$ cat src/logic/swg_pkg.sv
// Package: constants, carriers and state codes for the supervisor, watchdog and chip-enable gate
// Function
// - Reset output low while the selected undervoltage indication is present.
// - Reset held a further 200ms after undervoltage clears.
// - Active-high reset is always the inverse of active-low reset.
// - Mode select grounded gives internal mode; 600mV or more gives external.
// - Low-line output low on the low-line indication of the selected mode.
// - Overvoltage flag low while sense is high; it affects nothing else.
// - Timeout select tied high gives the 1.6s default watchdog timeout.
// - Capacitor timeout scales with nF: 27ms at 5V, 16.2ms at 3V.
// - Kick input constant beyond the timeout asserts watchdog fault low.
// - Watchdog fault stays low until the next kick edge of either polarity.
// - Watchdog timeout drives the warning pulse low for at least 500us.
// - Warning pulse falls about 70ns before the watchdog fault asserts.
// - Gated chip enable low only when input low and either reset inactive or in the onset grace.
// - Chip enable low at reset onset stays low up to 15us or input high.
// - Manual reset held low at least 25us; hold-off starts on release.
// - During reset the watchdog counters clear and both watchdog outputs are forced high.
// - During reset, after the onset grace, the chip-enable input is ignored and the output held high.
package swg_pkg;
    localparam int unsigned CLK_HZ = 250_000_000;
    localparam real HOLD_MS = 200.0;
    localparam real WD_DEF_S = 1.6;
    localparam real WD_K5_MS = 27.0;
    localparam real WD_K3_MS = 16.2;
    localparam real WARN_US = 500.0;
    localparam real LEAD_NS = 70.0;
    localparam real CE_GRACE_US = 15.0;
    localparam int unsigned HOLD_CYC = int'(HOLD_MS * CLK_HZ / 1.0e3);
    localparam int unsigned WD_DEF_CYC = int'(WD_DEF_S * CLK_HZ);
    localparam int unsigned WD_K5_CYC = int'(WD_K5_MS * CLK_HZ / 1.0e3);
    localparam int unsigned WD_K3_CYC = int'(WD_K3_MS * CLK_HZ / 1.0e3);
    localparam int unsigned WARN_CYC = int'($ceil(WARN_US * CLK_HZ / 1.0e6));
    localparam int unsigned LEAD_CYC = int'($floor(LEAD_NS * CLK_HZ / 1.0e9));
    localparam int unsigned CE_GRACE_CYC = int'($floor(CE_GRACE_US * CLK_HZ / 1.0e6));
    localparam int WD_W = 40;
    localparam int CE_W = 12;
    localparam int ADDR_W = 8;
    localparam logic [ADDR_W-1:0] CTRL_OFF = 8'h00;
    localparam logic [ADDR_W-1:0] CAP_OFF = 8'h04;
    localparam logic [ADDR_W-1:0] STAT_OFF = 8'h08;
    localparam int CTRL_SUP5_BIT = 0;
    localparam logic CTRL_RST = 1'h1;
    localparam logic [15:0] CAP_RST = 16'h0001;
    localparam int ST_RST = 0;
    localparam int ST_LOWLINE = 1;
    localparam int ST_OV = 2;
    localparam int ST_FAULT = 3;
    localparam int ST_WARN = 4;
    localparam int ST_MODE = 5;
    localparam int ST_CE = 6;
    localparam logic [1:0] RESP_OKAY = 2'h0;
    localparam logic [1:0] RESP_SLVERR = 2'h2;
    typedef enum logic [1:0] {SEL_CTRL = 2'b00, SEL_CAP = 2'b01, SEL_STAT = 2'b10, SEL_NONE = 2'b11} swg_sel_t;
    typedef enum logic [1:0] {CE_PASS = 2'b00, CE_GRACE = 2'b01, CE_BLOCK = 2'b10} swg_ce_st_t;
    typedef struct packed {
        logic awvalid; logic [ADDR_W-1:0] awaddr; logic wvalid; logic [31:0] wdata;
        logic [3:0] wstrb; logic bready; logic arvalid; logic [ADDR_W-1:0] araddr; logic rready;
    } swg_axi_req_t;
    typedef struct packed {
        logic awready; logic wready; logic bvalid; logic [1:0] bresp;
        logic arready; logic rvalid; logic [31:0] rdata; logic [1:0] rresp;
    } swg_axi_rsp_t;
    typedef struct packed {
        logic vcc_below_rst; logic rst_sense_low; logic mode_ext; logic vcc_lowline; logic supply_warn_sense;
        logic overvolt_sense; logic manual_reset_n; logic wd_kick; logic timeout_select; logic ce_in_n;
    } swg_sense_t;
    localparam swg_sense_t SENSE_RST = 10'h36b;
    typedef struct packed {
        logic rst_n; logic rst; logic lowline_n; logic ovflag_n;
        logic wd_fault_n; logic wd_warn_pulse_n; logic ce_out_n;
    } swg_pins_t;
endpackage

$ cat src/logic/swg_sync.sv
// Three-flop input synchroniser whose output follows once stages two and three agree
`timescale 1ns/1ps
`default_nettype none
module swg_sync #(
    parameter int W = 1,
    parameter logic [W-1:0] RST = '0
)
(
    input wire logic aclk,
    input wire logic aresetn,
    input wire logic [W-1:0] d,
    output logic [W-1:0] q
);
    logic [W-1:0] s1_q, s2_q, s3_q, q_q, q_d;
    always_comb
    begin
        q_d = (s2_q & s3_q) | (q_q & (s2_q | s3_q));
    end
    always_ff @(posedge aclk)
    begin
        if (!aresetn)
        begin
            s1_q <= RST;
            s2_q <= RST;
            s3_q <= RST;
            q_q <= RST;
        end
        else
        begin
            s1_q <= d;
            s2_q <= s1_q;
            s3_q <= s2_q;
            q_q <= q_d;
        end
    end
    assign q = q_q;
endmodule
`default_nettype wire

$ cat src/logic/swg_ce_gate.sv
// Chip-enable gate with write-completion grace at reset onset
`timescale 1ns/1ps
`default_nettype none
module swg_ce_gate
(
    input wire logic aclk,
    input wire logic aresetn,
    input wire logic rst_act,
    input wire logic ce_in_n,
    output logic ce_out_n
);
    swg_pkg::swg_ce_st_t st_q, st_d;
    logic [swg_pkg::CE_W-1:0] cnt_q, cnt_d;
    logic out_q, out_d;
    always_comb
    begin
        st_d = st_q;
        cnt_d = cnt_q;
        out_d = out_q;
        case (st_q)
            swg_pkg::CE_PASS:
            begin
                if (rst_act && !ce_in_n)
                begin
                    st_d = swg_pkg::CE_GRACE;
                    cnt_d = '0;
                    out_d = 1'b0;
                end
                else if (rst_act)
                begin
                    st_d = swg_pkg::CE_BLOCK;
                    out_d = 1'b1;
                end
                else
                begin
                    out_d = ce_in_n;
                end
            end
            swg_pkg::CE_GRACE:
            begin
                if (!rst_act)
                begin
                    st_d = swg_pkg::CE_PASS;
                    out_d = ce_in_n;
                end
                else if (ce_in_n || cnt_q == swg_pkg::CE_W'(swg_pkg::CE_GRACE_CYC - 1))
                begin
                    st_d = swg_pkg::CE_BLOCK;
                    out_d = 1'b1;
                end
                else
                begin
                    cnt_d = cnt_q + swg_pkg::CE_W'(1);
                end
            end
            swg_pkg::CE_BLOCK:
            begin
                out_d = 1'b1;
                if (!rst_act)
                begin
                    st_d = swg_pkg::CE_PASS;
                end
            end
            default:
            begin
                st_d = swg_pkg::CE_BLOCK;
                out_d = 1'b1;
            end
        endcase
    end
    always_ff @(posedge aclk)
    begin
        if (!aresetn)
        begin
            st_q <= swg_pkg::CE_BLOCK;
            cnt_q <= '0;
            out_q <= 1'b1;
        end
        else
        begin
            st_q <= st_d;
            cnt_q <= cnt_d;
            out_q <= out_d;
        end
    end
    assign ce_out_n = out_q;
endmodule
`default_nettype wire

$ cat src/logic/swg_supervisor.sv
// Supervisor top: reset generation, low-line and overvoltage flags, watchdog, AXI4-Lite registers
//
// The register addresses and the AXI4-Lite slave port were decided locally.
`timescale 1ns/1ps
`default_nettype none
module swg_supervisor #(
    parameter int unsigned HOLD_CYC = swg_pkg::HOLD_CYC,
    parameter int unsigned WD_DEF_CYC = swg_pkg::WD_DEF_CYC,
    parameter int unsigned WD_K5_CYC = swg_pkg::WD_K5_CYC,
    parameter int unsigned WD_K3_CYC = swg_pkg::WD_K3_CYC,
    parameter int unsigned WARN_CYC = swg_pkg::WARN_CYC
)
(
    input wire logic aclk,
    input wire logic aresetn,
    input wire swg_pkg::swg_axi_req_t axi_req,
    output var swg_pkg::swg_axi_rsp_t axi_rsp,
    input wire swg_pkg::swg_sense_t sense,
    output var swg_pkg::swg_pins_t pins
);
    localparam int unsigned LEAD = swg_pkg::LEAD_CYC;
    localparam int W = swg_pkg::WD_W;

    swg_pkg::swg_sense_t syn;
    logic uv, lowline, rst_act;
    logic [31:0] hold_q, hold_d;
    logic rst_n_q, rst_n_d, rst_q, rst_d, lowline_n_q, lowline_n_d, ov_n_q, ov_n_d;
    logic kick_prev_q, kick_prev_d, kick_edge;
    logic [W-1:0] wd_cnt_q, wd_cnt_d, lim;
    logic fault_n_q, fault_n_d, warn_n_q, warn_n_d;
    logic [31:0] warn_cnt_q, warn_cnt_d;
    logic ce_out_n;
    logic aw_have_q, aw_have_d, w_have_q, w_have_d;
    logic [swg_pkg::ADDR_W-1:0] awaddr_q, awaddr_d;
    logic [31:0] wdata_q, wdata_d, rdata_q, rdata_d;
    logic [3:0] wstrb_q, wstrb_d;
    logic awready_q, awready_d, wready_q, wready_d, arready_q, arready_d;
    logic bvalid_q, bvalid_d, rvalid_q, rvalid_d;
    logic [1:0] bresp_q, bresp_d, rresp_q, rresp_d;
    logic sup5_q, sup5_d;
    logic [15:0] cap_q, cap_d;

    function automatic swg_pkg::swg_sel_t reg_sel(input logic [swg_pkg::ADDR_W-1:0] addr);
        case (addr)
            swg_pkg::CTRL_OFF: return swg_pkg::SEL_CTRL;
            swg_pkg::CAP_OFF: return swg_pkg::SEL_CAP;
            swg_pkg::STAT_OFF: return swg_pkg::SEL_STAT;
            default: return swg_pkg::SEL_NONE;
        endcase
    endfunction

    function automatic logic [W-1:0] wd_limit(input logic tsel, input logic sup5, input logic [15:0] nf);
        logic [W-1:0] l;
        l = W'(WD_DEF_CYC);
        if (!tsel)
        begin
            l = W'(nf) * W'(sup5 ? WD_K5_CYC : WD_K3_CYC);
        end
        if (l < W'(LEAD + 2))
        begin
            l = W'(LEAD + 2);
        end
        return l;
    endfunction

    // Manual reset input idles high through the synchroniser reset value
    swg_sync #(.W($bits(swg_pkg::swg_sense_t)), .RST(swg_pkg::SENSE_RST)) u_sync
    (
        .aclk(aclk),
        .aresetn(aresetn),
        .d(sense),
        .q(syn)
    );

    always_comb
    begin
        uv = syn.mode_ext ? syn.rst_sense_low : syn.vcc_below_rst;
        lowline = syn.mode_ext ? syn.supply_warn_sense : syn.vcc_lowline;
        hold_d = hold_q;
        if (uv || !syn.manual_reset_n)
        begin
            hold_d = '0;
        end
        else if (hold_q < HOLD_CYC)
        begin
            hold_d = hold_q + 32'h1;
        end
        rst_act = uv || !syn.manual_reset_n || (hold_q < HOLD_CYC);
        rst_d = rst_act;
        rst_n_d = !rst_act;
        lowline_n_d = !lowline;
        ov_n_d = !syn.overvolt_sense;
    end

    always_ff @(posedge aclk)
    begin
        if (!aresetn)
        begin
            hold_q <= '0;
            rst_q <= 1'b1;
            rst_n_q <= 1'b0;
            lowline_n_q <= 1'b0;
            ov_n_q <= 1'b1;
        end
        else
        begin
            hold_q <= hold_d;
            rst_q <= rst_d;
            rst_n_q <= rst_n_d;
            lowline_n_q <= lowline_n_d;
            ov_n_q <= ov_n_d;
        end
    end

    always_comb
    begin
        lim = wd_limit(syn.timeout_select, sup5_q, cap_q);
        kick_edge = syn.wd_kick != kick_prev_q;
        kick_prev_d = syn.wd_kick;
        wd_cnt_d = wd_cnt_q;
        fault_n_d = fault_n_q;
        warn_n_d = warn_n_q;
        warn_cnt_d = warn_cnt_q;
        if (rst_q)
        begin
            wd_cnt_d = '0;
            fault_n_d = 1'b1;
            warn_n_d = 1'b1;
            warn_cnt_d = '0;
        end
        else
        begin
            if (!warn_n_q)
            begin
                if (warn_cnt_q == WARN_CYC - 1)
                begin
                    warn_n_d = 1'b1;
                end
                else
                begin
                    warn_cnt_d = warn_cnt_q + 32'h1;
                end
            end
            if (kick_edge)
            begin
                wd_cnt_d = '0;
                fault_n_d = 1'b1;
            end
            else
            begin
                if (wd_cnt_q < lim)
                begin
                    wd_cnt_d = wd_cnt_q + W'(1);
                end
                if (wd_cnt_q == lim - W'(LEAD + 1))
                begin
                    warn_n_d = 1'b0;
                    warn_cnt_d = '0;
                end
                if (wd_cnt_q == lim - W'(1))
                begin
                    fault_n_d = 1'b0;
                end
            end
        end
    end

    always_ff @(posedge aclk)
    begin
        if (!aresetn)
        begin
            kick_prev_q <= 1'b0;
            wd_cnt_q <= '0;
            fault_n_q <= 1'b1;
            warn_n_q <= 1'b1;
            warn_cnt_q <= '0;
        end
        else
        begin
            kick_prev_q <= kick_prev_d;
            wd_cnt_q <= wd_cnt_d;
            fault_n_q <= fault_n_d;
            warn_n_q <= warn_n_d;
            warn_cnt_q <= warn_cnt_d;
        end
    end

    swg_ce_gate u_ce
    (
        .aclk(aclk),
        .aresetn(aresetn),
        .rst_act(rst_q),
        .ce_in_n(syn.ce_in_n),
        .ce_out_n(ce_out_n)
    );

    // Write path accepts address and data in either order, then answers once both are held
    always_comb
    begin
        aw_have_d = aw_have_q;
        awaddr_d = awaddr_q;
        w_have_d = w_have_q;
        wdata_d = wdata_q;
        wstrb_d = wstrb_q;
        bvalid_d = bvalid_q;
        bresp_d = bresp_q;
        sup5_d = sup5_q;
        cap_d = cap_q;
        rvalid_d = rvalid_q;
        rdata_d = rdata_q;
        rresp_d = rresp_q;
        if (axi_req.awvalid && awready_q)
        begin
            aw_have_d = 1'b1;
            awaddr_d = axi_req.awaddr;
        end
        if (axi_req.wvalid && wready_q)
        begin
            w_have_d = 1'b1;
            wdata_d = axi_req.wdata;
            wstrb_d = axi_req.wstrb;
        end
        if (bvalid_q && axi_req.bready)
        begin
            bvalid_d = 1'b0;
        end
        if (aw_have_q && w_have_q && !bvalid_q)
        begin
            aw_have_d = 1'b0;
            w_have_d = 1'b0;
            bvalid_d = 1'b1;
            bresp_d = swg_pkg::RESP_OKAY;
            case (reg_sel(awaddr_q))
                swg_pkg::SEL_CTRL:
                begin
                    if (wstrb_q[0])
                    begin
                        sup5_d = wdata_q[swg_pkg::CTRL_SUP5_BIT];
                    end
                end
                swg_pkg::SEL_CAP:
                begin
                    if (wstrb_q[0])
                    begin
                        cap_d[7:0] = wdata_q[7:0];
                    end
                    if (wstrb_q[1])
                    begin
                        cap_d[15:8] = wdata_q[15:8];
                    end
                end
                swg_pkg::SEL_STAT:
                begin
                    bresp_d = swg_pkg::RESP_OKAY;
                end
                default:
                begin
                    bresp_d = swg_pkg::RESP_SLVERR;
                end
            endcase
        end
        if (rvalid_q && axi_req.rready)
        begin
            rvalid_d = 1'b0;
        end
        if (axi_req.arvalid && arready_q)
        begin
            rvalid_d = 1'b1;
            rresp_d = swg_pkg::RESP_OKAY;
            rdata_d = '0;
            case (reg_sel(axi_req.araddr))
                swg_pkg::SEL_CTRL:
                begin
                    rdata_d[swg_pkg::CTRL_SUP5_BIT] = sup5_q;
                end
                swg_pkg::SEL_CAP:
                begin
                    rdata_d[15:0] = cap_q;
                end
                swg_pkg::SEL_STAT:
                begin
                    rdata_d[swg_pkg::ST_RST] = rst_q;
                    rdata_d[swg_pkg::ST_LOWLINE] = !lowline_n_q;
                    rdata_d[swg_pkg::ST_OV] = !ov_n_q;
                    rdata_d[swg_pkg::ST_FAULT] = !fault_n_q;
                    rdata_d[swg_pkg::ST_WARN] = !warn_n_q;
                    rdata_d[swg_pkg::ST_MODE] = syn.mode_ext;
                    rdata_d[swg_pkg::ST_CE] = !ce_out_n;
                end
                default:
                begin
                    rresp_d = swg_pkg::RESP_SLVERR;
                end
            endcase
        end
        awready_d = !aw_have_d && !bvalid_d;
        wready_d = !w_have_d && !bvalid_d;
        arready_d = !rvalid_d;
    end

    always_ff @(posedge aclk)
    begin
        if (!aresetn)
        begin
            aw_have_q <= 1'b0;
            awaddr_q <= '0;
            w_have_q <= 1'b0;
            wdata_q <= '0;
            wstrb_q <= '0;
            bvalid_q <= 1'b0;
            bresp_q <= swg_pkg::RESP_OKAY;
            sup5_q <= swg_pkg::CTRL_RST;
            cap_q <= swg_pkg::CAP_RST;
            rvalid_q <= 1'b0;
            rdata_q <= '0;
            rresp_q <= swg_pkg::RESP_OKAY;
            awready_q <= 1'b0;
            wready_q <= 1'b0;
            arready_q <= 1'b0;
        end
        else
        begin
            aw_have_q <= aw_have_d;
            awaddr_q <= awaddr_d;
            w_have_q <= w_have_d;
            wdata_q <= wdata_d;
            wstrb_q <= wstrb_d;
            bvalid_q <= bvalid_d;
            bresp_q <= bresp_d;
            sup5_q <= sup5_d;
            cap_q <= cap_d;
            rvalid_q <= rvalid_d;
            rdata_q <= rdata_d;
            rresp_q <= rresp_d;
            awready_q <= awready_d;
            wready_q <= wready_d;
            arready_q <= arready_d;
        end
    end

    assign axi_rsp = '{awready: awready_q, wready: wready_q, bvalid: bvalid_q, bresp: bresp_q,
                       arready: arready_q, rvalid: rvalid_q, rdata: rdata_q, rresp: rresp_q};
    assign pins = '{rst_n: rst_n_q, rst: rst_q, lowline_n: lowline_n_q, ovflag_n: ov_n_q,
                    wd_fault_n: fault_n_q, wd_warn_pulse_n: warn_n_q, ce_out_n: ce_out_n};
endmodule
`default_nettype wire

$ cat config.mk
export PLATFORM = sky130hd
export DESIGN_NAME = swg_supervisor
export DESIGN_NICKNAME = d
export VERILOG_FILES = /design/src/logic/swg_pkg.sv /design/src/logic/swg_sync.sv /design/src/logic/swg_ce_gate.sv /design/src/logic/swg_supervisor.sv
export SDC_FILE = /design/constraint.sdc
export NUM_CORES = 1
export LEC_CHECK = 0
export BUFFER_PORTS_ARGS = -buffer_cell sky130_fd_sc_hd__buf_2
export CAP_MARGIN = 20
export CELL_PAD_IN_SITES_DETAIL_PLACEMENT = 0
export CELL_PAD_IN_SITES_GLOBAL_PLACEMENT = 2
export CORE_MARGIN = 2
export CORE_UTILIZATION = 30
export DETAILED_ROUTE_END_ITERATION = 16
export HOLD_SLACK_MARGIN = 0.05
export PLACE_DENSITY = 0.71
export RECOVER_POWER = 50
export SKIP_CTS_REPAIR_TIMING = 1
export SYNTH_ARGS = -nofsm -noshare
export SYNTH_HDL_FRONTEND = slang
export SYNTH_SLANG_ARGS = --single-unit
$ cat constraint.sdc
create_clock -name aclk -period 17.22 [get_ports aclk]
set_input_delay 1.722 -clock aclk [delete_from_list [all_inputs] [get_ports aclk]]
set_output_delay 1.722 -clock aclk [all_outputs]
set_load 0.01 [all_outputs]
==> flow_summary.json <==
{
  "run_status": "finished with violations",
  "violations": "max-capacitance violations, max-slew violations",
  "routabilityCongestion": 0.948,
  "cap_viol_max_count": 1,
  "first_pass_grt_wire_length_um": 107000,
  "hold_viol": 0,
  "required_time_reported_for_the_critical_path_endpoint_ns": 17.69,
  "yosysUniqueCellTypes": 92,
  "tritoncts.num_buffers": 28,
  "synth-seq-cells": 234,
  "top_level_ports": 117,
  "tritoncts": "built",
  "number_of_flops_mapped_to_enable_cells_by_yosys": 0,
  "synth_ff_type": "dfxtp_1",
  "finish.utilization_pct": 33.3,
  "crit_path_max_incr_delay_ns": 0.73,
  "ctsLongestPathBuffers": 3,
  "setup_viol": 0,
  "finalCritPeriodShare_pct": 72.7,
  "clock_insertion_delay_worst_skew_ns": 0.60,
  "clock_skew_ns": 0.0602,
  "rows": 99,
  "syn2layout_area_growth_pct": 10.2,
  "worstSetupStartpointType": "register",
  "detail_route.first_pass.iterations": 5,
  "grt_overflow": 0,
  "syn_inst": 2631,
  "layout.filler_cells": 7820,
  "min_path_type": "reg -> reg",
  "stdcell_count": 3655,
  "cp_max_stage_cell": "dfxtp_1",
  "dr.first_iter.drc_count": 1069,
  "syn-mean-instance-area_um2": 8.37,
  "rsz0062_at_grt": "no",
  "grt.total_usage_pct": 18.1,
  "yosysTopAreaCellShare_pct": 21.3,
  "detail-route-antenna-nets": 0,
  "worst_slew_margin_rel_pct": -147,
  "htree_num_levels": 1,
  "antenna_violations_before_repair": 0,
  "ir_worst_vdd_uv": 68.7,
  "die_h_um": 275,
  "tns_ns": 0,
  "initial_core_utilization_pct": 30.2,
  "cts.sink_count": 234,
  "critPathMaxFanout": 13,
  "grt_start_max_net_pins": 102,
  "dp_hpwl_um": 55900,
  "design.die.area_um2": 75600,
  "number_of_buffers_inserted_by_port_buffering": 80,
  "register_area_um2": 4690,
  "critical_path_buf_inv_count": 3,
  "wirelength_um": 68400,
  "pd_cells_nw_per_um2": 51.9,
  "netlist.top_cell.by_area": "dfxtp_1",
  "netlist_area_um2": 22000,
  "cpMostUsedCell": "fa_1",
  "achievable-frequency_mhz": 79.9,
  "critPathTopFamily": "compound AO/OA/AOI/OAI gates",
  "async_set_or_reset_flop_fraction_in_the_synthesized_netlist_pct": 0,
  "routed_via_density": 5.02,
  "wl_per_cell_um": 18.7,
  "worst_slew_pin_slew_ns": 3.71,
  "cts.reportedPaths.clkPinSlew_ns": 0.06,
  "ys_warn_count": 0,
  "antenna_cells": 0,
  "dp_cells": 3604,
  "core_region_area_um2": 72800,
  "dieWidth_um": 275,
  "p_leak_uw": 0.0104,
  "detail_route.drc_violations": 0,
  "grt_pass1_vias": 18400,
  "clock-root-buffer": "clkbuf_16",
  "timing.critical_path.to_type": "register",
  "drv_slew": 102,
  "area_occupied_by_multi_input_gates_um2": 15600,
  "fin_crit_ns": 12.51,
  "timing.critical_path.arrival_ns": 12.98,
  "fin_nets": 3110,
  "synth.area.top_cells": "dfxtp_1, fa_1, ha_1, inv_1, nand2_1",
  "final_layout_size_suffix_gt1_share_pct": 6.57,
  "worst-setup-path-type": "reg -> reg",
  "ys_seq_area_share_pct": 21.3,
  "whs_ns": 0.391,
  "route.vias.total": 18300
}
-- cells in the final DEF (no fill, tap or decap), types with 7 or more instances in the layout --
| cell type | count |
|---|---|
| clkbuf_16 | 28 |
| xor2_1 | 79 |
| or3_1 | 35 |
| o211ai_1 | 14 |
| buf_2 | 69 |
| inv_1 | 327 |
| o31ai_1 | 7 |
| nand3_1 | 73 |
| buf_4 | 22 |
| or2_2 | 11 |
| o21ai_0 | 98 |
| or4_1 | 9 |
| xnor2_1 | 77 |
| o2111ai_1 | 7 |
| a22oi_1 | 14 |
| nor2b_1 | 41 |
| and4_1 | 15 |
| nor3_1 | 45 |
| mux2i_1 | 30 |
| nand2_1 | 245 |
| o21a_1 | 21 |
| and3_1 | 29 |
| dfxtp_1 | 233 |
| a221oi_1 | 9 |
| a21boi_0 | 46 |
| ha_1 | 164 |
| nor2_1 | 236 |
| conb_1 | 28 |
| clkbuf_1 | 20 |
| a21oi_1 | 99 |
| a2111oi_0 | 10 |
| nand4_1 | 55 |
| nor4_1 | 35 |
| and2_1 | 31 |
| fa_1 | 202 |
| a31oi_1 | 11 |
| a21o_1 | 16 |
| nand2b_1 | 54 |
| a211oi_1 | 18 |
| nand3b_1 | 8 |
-- state kept, by name, indices dropped and copies added (netlist names), 2 cells and up --
register     flops
wd_cnt_q        40
hold_q          32
u_sync.q        10
u_sync.s2_q     10
u_ce.st_q        2
wstrb_q          2
warn_cnt_q      32
wdata_q         16
cap_q           16
u_sync.s3_q     10
rdata_q         16
u_ce.cnt_q      12
awaddr_q         8
u_sync.s1_q     10
-- cell families after synthesis --
family / synth area share (%)
xor+xnor: 6.20
other cells: 0.0341
simple gates: 21.6
fa+ha+maj: 27.7
buf+inv: 8.33
mux: 1.52
flops: 21.3
compound gates: 13.3
-- synthesized netlist by cell type (all sizes together), types with 47 or more instances --
master	number
ha	164
buf	48
nand4	55
fa	202
dfxtp	234
inv	328
xor2	79
o21ai	103
a21oi	102
nor2	237
nor3	47
nand2b	54
clkbuf	70
xnor2	77
nand3	73
nand2	246
-- final timing paths --
kind	from	end	slack [ns]	depth (start not counted)
max	cap_q[9]$_SDFFE_PN0P_	wd_cnt_q[37]$_SDFFE_PP0N_	4.71	34
min	u_sync.q[4]$_SDFF_PN0_	ov_n_q$_SDFF_PN1_	0.39	1
max reg2reg	cap_q[9]$_SDFFE_PN0P_	wd_cnt_q[37]$_SDFFE_PP0N_	4.71	34
min reg2reg	u_sync.q[4]$_SDFF_PN0_	ov_n_q$_SDFF_PN1_	0.39	1
-- area by class of cell --
cell class / instances / area share, %
multi-input cells: 1977 / 64.3
flip-flops and latches: 234 / 19.3
inverters: 328 / 5.07
well taps: 959 / 4.94
clock buffers: 39 / 3.30
repair buffers: 106 / 2.34
clock inverters: 12 / 0.737
-- routing by layer --
| metal | track usage (%) | up-vias | part of all wire, % |
|---|---|---|---|
| li1 | - | 8906 | - |
| met3 | 2.16 | 107 | 3.7 |
| met2 | 28.9 | 339 | 46 |
| met5 | 0 | - | 0 |
| met1 | 25.5 | 8991 | 48 |
| met4 | 5.58 | 0 | 3.2 |
-- report_power, final --
group / internal [uW] / switching [uW] / total (uW)
Sequential: 549 / 3.75 / 552
Clock: 373 / 248 / 621
Combinational: 30.9 / 56.0 / 86.9
Total: 952 / 308 / 1260
-- through the flow --
stage,setup WS [ns],power (uW),cell area (um^2)
after floorplan,6.45,626,22100
after global placement,4.61,650,23300
after detailed placement,4.64,651,23300
after CTS,4.64,1280,24300
after global routing,3.75,1320,24300
final,4.71,1260,24300
(Power assumes the default switching activity.)
